[src/common/ref_switch_pkg.sv]
// Purpose: shared constants and carrier types for the reference switchover block
// Assumes: one 10 MHz system clock; reference and feedback clocks arrive as sampled levels
// Notes: none
package ref_switch_pkg;
	localparam int CLK_PERIOD_NS = 100;
	localparam int SYNC_STAGES = 2;
	localparam logic SEL_INPUT0 = 1'b0;
	localparam logic SEL_INPUT1 = 1'b1;
	// a feedback period is counted edge to like edge, so two like edges with no input change
	localparam logic [1:0] STUCK_EDGES = 2'h2;
	localparam logic [1:0] EDGE_CNT_ZERO = 2'h0;
	localparam logic [1:0] EDGE_CNT_ONE = 2'h1;
	localparam logic [2:0] DIV_ZERO = 3'h0;
	localparam logic [2:0] DIV_ONE = 3'h1;

	typedef struct packed {
		logic ref0;
		logic ref1;
		logic fb;
	} ref_lines_t;

	typedef struct packed {
		logic primary_sel;
		logic manual_force;
		logic alarm_clear_n;
		logic bypass_n;
		logic master_reset_n;
	} ctrl_t;

	typedef struct packed {
		logic input0_fault_flag;
		logic input1_fault_flag;
		logic active_ref;
		logic realign;
	} status_t;

	typedef enum logic [2:0] {
		ALIGN_IDLE = 3'h1,
		ALIGN_WAIT_FALL = 3'h2,
		ALIGN_WAIT_RISE = 3'h4
	} align_state_t;
endpackage

[src/design/redundant_ref_clock_switchover.sv]
// Purpose: fault monitoring and reference selection for a redundant reference clock loop
// Assumes: reference and control pins asynchronous to clk and sampled through two flip-flops; rst synchronous
// Notes: divider models a divide-by-two output clock gated by master reset
`timescale 1ns/1ps
// Function
// - active_ref low for input0, high for input1
// - latch fault after one stuck feedback period
// - fault flags clear only on alarm clear
// - primary_sel picks primary input
// - alarm clear falling edge makes one-shot pulse
// - bypass low passes selected reference through
// - master reset low holds dividers, clk_out low; loop_ref keeps running
// - manual force: reference follows primary select
// - fault detection runs in both force modes
// - automatic: first failure switches to other input
// - latches hold until clear, then follow select
// - both bad after clear: select input0
// - no fault latched: selection follows select pin
// - after switch, wait new fall then rise
module redundant_ref_clock_switchover
	import ref_switch_pkg::*;
(
	// clock and reset
	input wire logic clk,
	input wire logic rst,
	// reference and feedback clocks
	input wire ref_lines_t lines,
	// board controls
	input wire ctrl_t ctrl,
	// status pins
	output status_t status,
	// loop reference and output clock
	output logic loop_ref,
	output logic clk_out
);
	logic [SYNC_STAGES-1:0] s_ref0_reg, s_ref1_reg, s_fb_reg;
	logic [SYNC_STAGES-1:0] s_sel_reg, s_force_reg, s_clr_reg, s_byp_reg, s_mr_reg;
	logic [SYNC_STAGES-1:0] s_ref0_next, s_ref1_next, s_fb_next;
	logic [SYNC_STAGES-1:0] s_sel_next, s_force_next, s_clr_next, s_byp_next, s_mr_next;
	logic ref0_s, ref1_s, fb_s, sel_s, force_s, clr_s, byp_s, mr_s;
	logic stuck0, stuck1;
	logic clr_d_reg, clr_d_next;
	logic clear_pulse_reg, clear_pulse_next;
	logic fault0_reg, fault0_next, fault1_reg, fault1_next;
	logic active_reg, active_next;
	align_state_t align_reg, align_next;
	logic sel_ref_d_reg, sel_ref_d_next;
	logic realign_reg, realign_next;
	logic loop_ref_reg, loop_ref_next;
	logic [2:0] div_reg, div_next;
	logic clk_out_reg, clk_out_next;
	logic sel_ref;

	function automatic logic [SYNC_STAGES-1:0] shift_in(input logic [SYNC_STAGES-1:0] s,
		input logic d);
		shift_in = {s[SYNC_STAGES-2:0], d};
	endfunction

	// two flip-flop synchronisers; only the last stage is read
	always_comb begin
		s_ref0_next = shift_in(s_ref0_reg, lines.ref0);
		s_ref1_next = shift_in(s_ref1_reg, lines.ref1);
		s_fb_next = shift_in(s_fb_reg, lines.fb);
		s_sel_next = shift_in(s_sel_reg, ctrl.primary_sel);
		s_force_next = shift_in(s_force_reg, ctrl.manual_force);
		s_clr_next = shift_in(s_clr_reg, ctrl.alarm_clear_n);
		s_byp_next = shift_in(s_byp_reg, ctrl.bypass_n);
		s_mr_next = shift_in(s_mr_reg, ctrl.master_reset_n);
	end

	always_ff @(posedge clk) begin
		if (rst) begin
			s_ref0_reg <= '0;
			s_ref1_reg <= '0;
			s_fb_reg <= '0;
			s_sel_reg <= '0;
			s_force_reg <= '0;
			s_clr_reg <= '1;
			s_byp_reg <= '1;
			s_mr_reg <= '0;
		end else begin
			s_ref0_reg <= s_ref0_next;
			s_ref1_reg <= s_ref1_next;
			s_fb_reg <= s_fb_next;
			s_sel_reg <= s_sel_next;
			s_force_reg <= s_force_next;
			s_clr_reg <= s_clr_next;
			s_byp_reg <= s_byp_next;
			s_mr_reg <= s_mr_next;
		end
	end

	assign ref0_s = s_ref0_reg[SYNC_STAGES-1];
	assign ref1_s = s_ref1_reg[SYNC_STAGES-1];
	assign fb_s = s_fb_reg[SYNC_STAGES-1];
	assign sel_s = s_sel_reg[SYNC_STAGES-1];
	assign force_s = s_force_reg[SYNC_STAGES-1];
	assign clr_s = s_clr_reg[SYNC_STAGES-1];
	assign byp_s = s_byp_reg[SYNC_STAGES-1];
	assign mr_s = s_mr_reg[SYNC_STAGES-1];

	// detectors run whatever the force mode is
	stuck_detector det0 (
		.clk(clk),
		.rst(rst),
		.ref_sync(ref0_s),
		.fb_sync(fb_s),
		// a dead input needs a full feedback period again after a clear
		.restart(clear_pulse_reg),
		.stuck(stuck0)
	);

	stuck_detector det1 (
		.clk(clk),
		.rst(rst),
		.ref_sync(ref1_s),
		.fb_sync(fb_s),
		.restart(clear_pulse_reg),
		.stuck(stuck1)
	);

	// fault latches, selection latch and clear one-shot
	always_comb begin
		clr_d_next = clr_s;
		clear_pulse_next = clr_d_reg && !clr_s;
		fault0_next = fault0_reg;
		fault1_next = fault1_reg;
		active_next = active_reg;
		if (clear_pulse_reg) begin
			fault0_next = 1'b0;
			fault1_next = 1'b0;
			active_next = sel_s;
		end else begin
			if (stuck0)
				fault0_next = 1'b1;
			if (stuck1)
				fault1_next = 1'b1;
			// without manual force, once a flag is latched the selection holds until the clear pulse
			if (force_s)
				active_next = sel_s;
			else if (!fault0_reg && !fault1_reg) begin
				if (fault0_next && fault1_next)
					active_next = SEL_INPUT0;
				else if (fault0_next)
					active_next = SEL_INPUT1;
				else if (fault1_next)
					active_next = SEL_INPUT0;
				else
					active_next = sel_s;
			end
		end
	end

	always_ff @(posedge clk) begin
		if (rst) begin
			clr_d_reg <= 1'b1;
			clear_pulse_reg <= 1'b0;
			fault0_reg <= 1'b0;
			fault1_reg <= 1'b0;
			active_reg <= SEL_INPUT0;
		end else begin
			clr_d_reg <= clr_d_next;
			clear_pulse_reg <= clear_pulse_next;
			fault0_reg <= fault0_next;
			fault1_reg <= fault1_next;
			active_reg <= active_next;
		end
	end

	assign sel_ref = (active_reg == SEL_INPUT1) ? ref1_s : ref0_s;

	// realignment sequencer after any switch
	always_comb begin
		align_next = align_reg;
		sel_ref_d_next = sel_ref;
		case (align_reg)
			ALIGN_IDLE: begin
				if (active_next != active_reg)
					align_next = ALIGN_WAIT_FALL;
			end
			ALIGN_WAIT_FALL: begin
				if (sel_ref_d_reg && !sel_ref)
					align_next = ALIGN_WAIT_RISE;
			end
			ALIGN_WAIT_RISE: begin
				if (!sel_ref_d_reg && sel_ref)
					align_next = ALIGN_IDLE;
			end
			default: align_next = ALIGN_IDLE;
		endcase
		// a switch in mid realignment restarts the wait for the new falling edge
		if (active_next != active_reg)
			align_next = ALIGN_WAIT_FALL;
		realign_next = (align_next != ALIGN_IDLE);
	end

	always_ff @(posedge clk) begin
		if (rst) begin
			align_reg <= ALIGN_IDLE;
			sel_ref_d_reg <= 1'b0;
			realign_reg <= 1'b0;
		end else begin
			align_reg <= align_next;
			sel_ref_d_reg <= sel_ref_d_next;
			realign_reg <= realign_next;
		end
	end

	// output divider and bypass path
	always_comb begin
		loop_ref_next = sel_ref;
		div_next = div_reg + DIV_ONE;
		clk_out_next = byp_s ? div_reg[0] : sel_ref;
		if (!mr_s) begin
			div_next = DIV_ZERO;
			clk_out_next = 1'b0;
		end
	end

	always_ff @(posedge clk) begin
		if (rst) begin
			loop_ref_reg <= 1'b0;
			div_reg <= DIV_ZERO;
			clk_out_reg <= 1'b0;
		end else begin
			loop_ref_reg <= loop_ref_next;
			div_reg <= div_next;
			clk_out_reg <= clk_out_next;
		end
	end

	assign status = {fault0_reg, fault1_reg, active_reg, realign_reg};
	assign loop_ref = loop_ref_reg;
	assign clk_out = clk_out_reg;
endmodule

[src/design/stuck_detector.sv]
// Purpose: flags a reference input that shows no transition over one feedback period
// Assumes: inputs already synchronised to clk
// Notes: counts feedback rising edges and falling edges without a reference change
`timescale 1ns/1ps
module stuck_detector
	import ref_switch_pkg::*;
(
	// clock and reset
	input wire logic clk,
	input wire logic rst,
	// sampled lines
	input wire logic ref_sync,
	input wire logic fb_sync,
	// restart of the period count after an alarm clear
	input wire logic restart,
	// result
	output logic stuck
);
	logic ref_d_reg, ref_d_next;
	logic fb_d_reg, fb_d_next;
	logic [1:0] rise_cnt_reg, rise_cnt_next;
	logic [1:0] fall_cnt_reg, fall_cnt_next;
	logic stuck_reg, stuck_next;

	always_comb begin
		ref_d_next = ref_sync;
		fb_d_next = fb_sync;
		rise_cnt_next = rise_cnt_reg;
		fall_cnt_next = fall_cnt_reg;
		if (restart || ref_sync != ref_d_reg) begin
			rise_cnt_next = EDGE_CNT_ZERO;
			fall_cnt_next = EDGE_CNT_ZERO;
		end else begin
			if (fb_sync && !fb_d_reg && rise_cnt_reg != STUCK_EDGES)
				rise_cnt_next = rise_cnt_reg + EDGE_CNT_ONE;
			if (!fb_sync && fb_d_reg && fall_cnt_reg != STUCK_EDGES)
				fall_cnt_next = fall_cnt_reg + EDGE_CNT_ONE;
		end
		stuck_next = (rise_cnt_next == STUCK_EDGES) || (fall_cnt_next == STUCK_EDGES);
	end

	always_ff @(posedge clk) begin
		if (rst) begin
			ref_d_reg <= 1'b0;
			fb_d_reg <= 1'b0;
			rise_cnt_reg <= EDGE_CNT_ZERO;
			fall_cnt_reg <= EDGE_CNT_ZERO;
			stuck_reg <= 1'b0;
		end else begin
			ref_d_reg <= ref_d_next;
			fb_d_reg <= fb_d_next;
			rise_cnt_reg <= rise_cnt_next;
			fall_cnt_reg <= fall_cnt_next;
			stuck_reg <= stuck_next;
		end
	end

	assign stuck = stuck_reg;
endmodule
[config.mk]
export PLATFORM = sky130hd
export DESIGN_NAME = redundant_ref_clock_switchover
export DESIGN_NICKNAME = d
export VERILOG_FILES = /design/src/common/ref_switch_pkg.sv /design/src/design/redundant_ref_clock_switchover.sv /design/src/design/stuck_detector.sv
export SDC_FILE = /design/constraint.sdc
export NUM_CORES = 1
export LEC_CHECK = 0
export BUFFER_PORTS_ARGS = -buffer_cell sky130_fd_sc_hd__buf_2
export CAP_MARGIN = 20
export CORE_ASPECT_RATIO = 1.5
export CORE_UTILIZATION = 45
export CTS_BUF_LIST = sky130_fd_sc_hd__clkbuf_16
export CTS_CLUSTER_DIAMETER = 80
export DETAILED_ROUTE_END_ITERATION = 10
export SLEW_MARGIN = 20
export SYNTH_ARGS = -nofsm -noshare
export SYNTH_HDL_FRONTEND = slang
export SYNTH_SLANG_ARGS = --single-unit
[constraint.sdc]
create_clock -name clk -period 1.9 [get_ports clk]
set_clock_uncertainty 0.05 [all_clocks]
set_input_delay 0.38 -clock clk [delete_from_list [all_inputs] [get_ports clk]]
set_output_delay 0.38 -clock clk [all_outputs]
set_load 0.005 [all_outputs]
==> key figures, run 1 <==
Min path
  – Hold endpoint: s_byp_reg[0]
  – Min-delay src: ctrl[1]
  – Worst Hold Depth: 2
  – HP Class: primary input to flop

Setup path
  – Worst EP arrival: around 1.8 ns
  – R2r endpoint: det1.stuck
  – Crit end category: flop
  – Critical path type: flop to flop
  – Reg2reg path depth: 6
  – Data required time of the worst path: 2.01 ns
  – Reg-to-reg startpoint: det1.rise_cnt_reg[0]
  – R2r setup slk: 0.22 ns
  – Startpoint types: flop
  – Critical path fanouts, max: 3

Placed design
  – # port buffers: 15
  – Routability congestion estimate: a little over 0.8
  – Post-DP HPWL: ~1600 um
  – DP Area: 1610 um2

Yosys
  – Synth Instances: 148
  – Yosys warnings: 0
  – Largest cells by area after synthesis: dfxtp_1 (54%), nor2b_1 (7.0%), nor2_1 (4.4%)
  – Synthesized area per cell: 10.3 um2
  – Netlist cell types: 29
  – Post-synth EDFFs: 0
  – Yosys top cell by area: dfxtp_1
  – Seq/Total Area, Yosys: 0.539
  – Synth top area share: 0.539
  – Post-synth ARST share: 0
  – Mapped cell area: 1520 um2
  – Post-synthesis net count: 162
  – Yosys reg bits: 41
  – Top FF cell, synth: dfxtp_1

Global routing
  – Total track usage: 0.140
  – Largest net degree at the start of global routing: 21
  – Initial antenna violation count: 0
  – First-pass GRT wire length: 3740 um
  – Vias in the first global route: 915
  – Global route overflow: 0

Cells and area
  – Area of the multi-input gates: 632 um2
  – Sequential cell area: 821 um2
  – Fin util: 0.547
  – Growth of design area from synthesis to finish: 14.4%
  – Final #Nets: 177
  – Share of layout cells above drive strength 1: 0.160
  – Post-route cell area: about 1700 um2
  – Fillcell total: 309
  – Antenna cells: 0
  – Largest register FFs: 3

CTS
  – CTS tree: done
  – CTS root buf: clkbuf_16
  – Postcts setup bufs: 0
  – Cts hold-fix bufs: 0
  – Clock Sinks: about 40
  – Clock Path Buffers: 2
  – Clock-pin slew of the registers on the worst-case setup and hold paths: about 0.050 ns
  – Total CTS buffers: 5
  – Worst skew pair latency: around 0.27 ns
  – H-Tree Depth: 2
  – PostCTS Resize Cnt: 0

Floorplan
  – Core box area: around 3200 um2
  – Die Y-Extent: between 70 and 80 um
  – Starting density of the core: 0.478
  – IO Pins: 16
  – Die X: 49.5 um
  – Rows: 25
  – Die ar.: ~3600 um2

Flow run
  – Max-cap check violation count: 0

Detailed routing
  – Antenna-violating nets left: 0
  – # DRC: 0
  – DR WL/cell: between 10 and 15 um
  – Starting DRT DRC Count: 18
  – Vias per Instance: 4.95
  – Wirelength, routed: about 2100 um
  – First-pass iteration count of the detailed router: 4
  – Vias post-DR: 1,004

Power
  – Leakage: 0.747 nW
  – Power per cell area: 1020 nW/um2
  – Pwr Total: 1.78 mW
  – Worst VDD drop: between 0.0008 and 0.0009 V

Timing
  – Fin Setup TNS: 0 ns
  – # setup viols final: 0
  – Final period util: 0.882
  – Worst slew margin: 0.654
  – Minimum clock period: 1.68 ns
  – Final slew viol count: 0
  – Fmax: 0.597 GHz
  – RSZ-0062 raised after global routing: false
  – Final Hold Violating Endpoints: 0
  – Worst-Margin Slew: 0.504 ns

Outcome
  – Outcome: finished clean
metal layers:
layer / track usage / vias to the layer above / wire, um
met3: 0.0642 / 2 / 110
met2: 0.239 / 24 / 1040
met1: 0.145 / 459 / 973
met5: 0 / - / 0
li1: - / 519 / -
met4: 0.0667 / 0 / 9
how the worst max path moves through the flow:
stage                         startpoint    endpoint  slack [ns]  cells after the start
floorplan           det1.fall_cnt_reg[0]  det1.stuck        0.33                      6
global placement    det0.rise_cnt_reg[0]  det0.stuck        0.29                      6
detailed placement  det1.rise_cnt_reg[0]  det1.stuck        0.25                      6
CTS                 det1.rise_cnt_reg[0]  det1.stuck        0.23                      6
global route        det1.rise_cnt_reg[0]  det1.stuck        0.11                      6
finish              det1.rise_cnt_reg[0]  det1.stuck        0.22                      6
worst max-delay path: stages, from the launching register on:
cell,delay [ns]
dfxtp_1,0.33
inv_1,0.05
ha_1,0.20
nor3b_2,0.27
xnor2_1,0.14
or3_1,0.32
a22o_1,0.20
cell usage after synthesis (2+ instances only):
cell type  number
a211oi_2        2
a21oi_1         3
a22o_1          2
buf_4           4
clkbuf_1        4
dfxtp_1        41
ha_1            4
inv_1           7
mux2i_1         3
nand2b_1        2
nor2_1         18
nor2b_1        17
nor3_1          3
nor3b_1         3
nor3b_2         3
nor4_1          2
o211ai_1        2
o21ai_1         2
o21ba_1         2
or2_1           5
or3_1           6
xnor2_1         5
xor2_1          2
kinds of logic (layout without fill, tap and decap cells):
logic type | count (synthesis) | after routing | synth area share
flops | 41 | 41 | 0.539
xor+xnor | 7 | 7 | 0.0402
buf+inv | 15 | 30 | 0.0468
simple gates | 59 | 59 | 0.225
mux | 3 | 3 | 0.0197
fa+ha+maj | 4 | 4 | 0.0328
compound gates | 19 | 19 | 0.0969
stage by stage:
stage | setup WS (ns) | instances | hold slack, ns
after floorplan | 0.332 | 148 | 0.333
after global placement | 0.294 | 196 | 0.335
after detailed placement | 0.246 | 196 | 0.339
after CTS | 0.227 | 203 | 0.227
after global routing | 0.115 | 203 | 0.230
final | 0.224 | 203 | 0.232
area by class of cell:
type / instances / area share
clock inverters: 2 / 0.00430
flip-flops and latches: 41 / 0.471
multi-input cells: 92 / 0.362
repair buffers: 16 / 0.0473
well taps: 40 / 0.0287
inverters: 7 / 0.0151
clock buffers: 5 / 0.0717
power breakdown:
group	internal, mW	leakage [nW]	switching (mW)
sequential	0.898	0.336	0.0242
combinational	0.0601	0.343	0.0535
clock	0.468	0.0685	0.280
total	1.43	0.747	0.358
cells in the final DEF, fill, tap and decap left out, drive strengths merged:
| master | synthesis | final |
|---|---|---|
| or3 | 6 | 6 |
| or2 | 5 | 5 |
| a211oi | 3 | 3 |
| clkbuf | 4 | 5 |
| o211ai | 2 | 2 |
| nor2b | 17 | 17 |
| clkinv | 0 | 1 |
| nor3b | 6 | 6 |
| o21ai | 3 | 3 |
| dfxtp | 41 | 41 |
| nor2 | 18 | 18 |
| mux2i | 3 | 3 |
| a21oi | 3 | 3 |
| nand2b | 2 | 2 |
| buf | 4 | 16 |
| a22o | 2 | 2 |
| inv | 7 | 8 |
| ha | 4 | 4 |
| a21o | 1 | 1 |
| a22oi | 1 | 1 |
| o21bai | 1 | 1 |
| nor3 | 3 | 3 |
| o311a | 1 | 1 |
| xnor2 | 5 | 5 |
| o21ba | 2 | 2 |
| xor2 | 2 | 2 |
| nor4 | 2 | 2 |
Note: power is estimated with default switching activity, not from simulation.
==> inputs of run 2 (changes only) <==
--- a/config.mk
+++ b/config.mk
@@ -8,10 +8,12 @@
 export BUFFER_PORTS_ARGS = -buffer_cell sky130_fd_sc_hd__buf_2
 export CAP_MARGIN = 20
 export CORE_ASPECT_RATIO = 1.5
+export CORE_MARGIN = 8
 export CORE_UTILIZATION = 45
 export CTS_BUF_LIST = sky130_fd_sc_hd__clkbuf_16
 export CTS_CLUSTER_DIAMETER = 80
 export DETAILED_ROUTE_END_ITERATION = 10
+export REMOVE_ABC_BUFFERS = 1
 export SLEW_MARGIN = 20
 export SYNTH_ARGS = -nofsm -noshare
 export SYNTH_HDL_FRONTEND = slang
==> key figures, run 2 (synthesized netlist as in run 1, its figures left out) <==
Outcome
  – Outcome: finished clean (unchanged)

Timing
  – Worst slew margin: 0.714 (was 0.654)
  – Final period util: 0.866 (was 0.882)
  – Final Hold Violating Endpoints: 0 (unchanged)
  – Fin Setup TNS: 0 ns (unchanged)
  – Fmax: 0.608 GHz (was 0.597 GHz)
  – Fin worst setup slack: 0.254 ns (was 0.224 ns)
  – # setup viols final: 0 (unchanged)
  – Minimum clock period: 1.65 ns (was 1.68 ns)
  – RSZ-0062 raised after global routing: false (unchanged)
  – Hold Slack: 0.228 ns (was 0.232 ns)
  – Worst-Margin Slew: 0.427 ns (was 0.504 ns)
  – Final slew viol count: 0 (unchanged)

CTS
  – Clock Path Buffers: 2 (unchanged)
  – CTS tree: done (unchanged)
  – CTS root buf: clkbuf_16 (unchanged)
  – Clock-pin slew of the registers on the worst-case setup and hold paths: 0.06 ns (was 0.05 ns)
  – Clock Sinks: 41 (unchanged)
  – H-Tree Depth: 2 (unchanged)
  – PostCTS Resize Cnt: 0 (unchanged)
  – Worst skew pair latency: 0.28 ns (was 0.27 ns)
  – Cts hold-fix bufs: 0 (unchanged)
  – Postcts setup bufs: 0 (unchanged)
  – Total CTS buffers: 5 (unchanged)

Floorplan
  – Starting density of the core: 0.459 (was 0.478)
  – Die Y-Extent: 87.3 um (was 73.3 um)
  – Die ar.: 5540 um2 (was 3630 um2)
  – Rows: 26 (was 25)
  – IO Pins: 16 (unchanged)
  – Die X: 63.5 um (was 49.5 um)
  – Core box area: 3320 um2 (was 3190 um2)

Setup path
  – Max stage delay cell, worst path: dfxtp_1 (unchanged)
  – CP peak stage delay: 0.34 ns (was 0.33 ns)
  – Critical path type: flop to flop (unchanged)
  – R2r setup slk: 0.25 ns (was 0.22 ns)
  – Worst path cell trace: inv_1, ha_1, nor3b_2, xnor2_1, or3_1, a22o_1 (unchanged)
  – Critical path's top delay family: simple AND/OR/NAND/NOR gates (unchanged)
  – Critical path fanouts, max: 3 (unchanged)
  – Data required time of the worst path: 2.02 ns (was 2.01 ns)
  – Startpoint types: flop (unchanged)
  – Crit end category: flop (unchanged)
  – Worst path bufs/invs: 1 (unchanged)
  – Worst EP arrival: 1.77 ns (was 1.79 ns)

Min path
  – HP Class: primary input to flop (unchanged)

Cells and area
  – Growth of design area from synthesis to finish: 18.9% (was 14.4%)
  – Antenna cells: 0 (unchanged)
  – Largest register FFs: 3 (unchanged)
  – Fillcell total: 312 (was 309)
  – Area of the multi-input gates: 632 um2 (unchanged)
  – Sequential cell area: 821 um2 (unchanged)
  – Fin util: 0.546 (was 0.547)
  – Commonest non-fill, non-tap cells in the layout: dfxtp_1 (41), nor2_1 (18), nor2b_1 (17) (unchanged)
  – Commonest non-fill, non-tap cell in the layout: dfxtp_1 (unchanged)
  – Final #Nets: 178 (was 177)
  – Final Non-Filler Cells: 207 (was 203)
  – Share of layout cells above drive strength 1: 0.182 (was 0.160)

Power
  – Sequential power share: 0.438 (was 0.517)
  – Power per cell area: 1160 nW/um2 (was 1020 nW/um2)
  – Sw Pwr: 0.396 mW (was 0.358 mW)
  – Worst VDD drop: 0.000684 V (was 0.000835 V)
  – Clock share of power: 0.506 (was 0.419)
  – Internal power: 1.71 mW (was 1.43 mW)
  – Combinational fraction of design power: 0.055 (was 0.064)
  – Sw frac: 0.188 (was 0.201)
  – Leakage: 0.777 nW (was 0.747 nW)

Placed design
  – # port buffers: 15 (unchanged)
  – Dpl cells: 199 (was 196)
  – Post-DP HPWL: 1790 um (was 1550 um)
  – Routability congestion estimate: 0.718 (was 0.816)
  – Post-Place Worst Slack: 0.256 ns (was 0.246 ns)

Detailed routing
  – Vias post-DR: 990 (was 1,004)
  – DR WL/cell: 11.9 um (was 10.5 um)
  – Vias per Instance: 4.78 (was 4.95)
  – First-pass iteration count of the detailed router: 4 (unchanged)
  – Starting DRT DRC Count: 23 (was 18)
  – Wirelength, routed: 2470 um (was 2140 um)
  – Antenna-violating nets left: 0 (unchanged)
  – # DRC: 0 (unchanged)

Global routing
  – Vias in the first global route: 1,037 (was 915)
  – Global route overflow: 0 (unchanged)
  – Largest net degree at the start of global routing: 20 (was 21)
  – Initial antenna violation count: 0 (unchanged)
  – First-pass GRT wire length: 4310 um (was 3740 um)
  – Total track usage: 0.0994 (was 0.140)

Flow run
  – Max-cap check violation count: 0 (unchanged)
-- run 2: per-layer routing --
layer	share of wire	vias up	global-route usage
met5	0	-	0
met4	0.016	0	0.0692
li1	-	518	-
met2	0.54	14	0.181
met1	0.42	454	0.0910
met3	0.033	4	0.0309
-- run 2: final cells by class --
cell class / count / area share
clock inverter: 3 / 0.0359
timing repair buffer: 17 / 0.0497
inverter: 7 / 0.0145
sequential: 41 / 0.453
clock buffer: 5 / 0.0691
multi-input combinational: 92 / 0.349
tap: 42 / 0.0290
-- run 2: stage by stage --
stage / instance area (um2) / power [mW]
final: 1810 / 2.10
after global routing: 1810 / 2.17
after CTS: 1810 / 2.13
after detailed placement: 1620 / 1.06
after global placement: 1620 / 1.05
after floorplan: 1480 / 1.01
-- run 2: power by group through the flow --
stage	sequential [mW]	clock, mW	combinational, mW
4_1_cts	0.922	1.08	0.119
5_1_grt	0.926	1.11	0.133
6_report	0.922	1.07	0.117
3_3_place_gp	0.939	0	0.113
3_5_place_dp	0.941	0	0.119
2_1_floorplan	0.935	0	0.0787
-- run 2: worst paths after layout --
path,cells after the start,start,endpoint
setup / recovery,6,det1.rise_cnt_reg[0],det1.stuck
hold / removal,2,ctrl[2],s_clr_reg[0]
setup reg to reg,6,det1.rise_cnt_reg[0],det1.stuck
hold reg to reg,1,s_clr_reg[0],s_clr_reg[1]
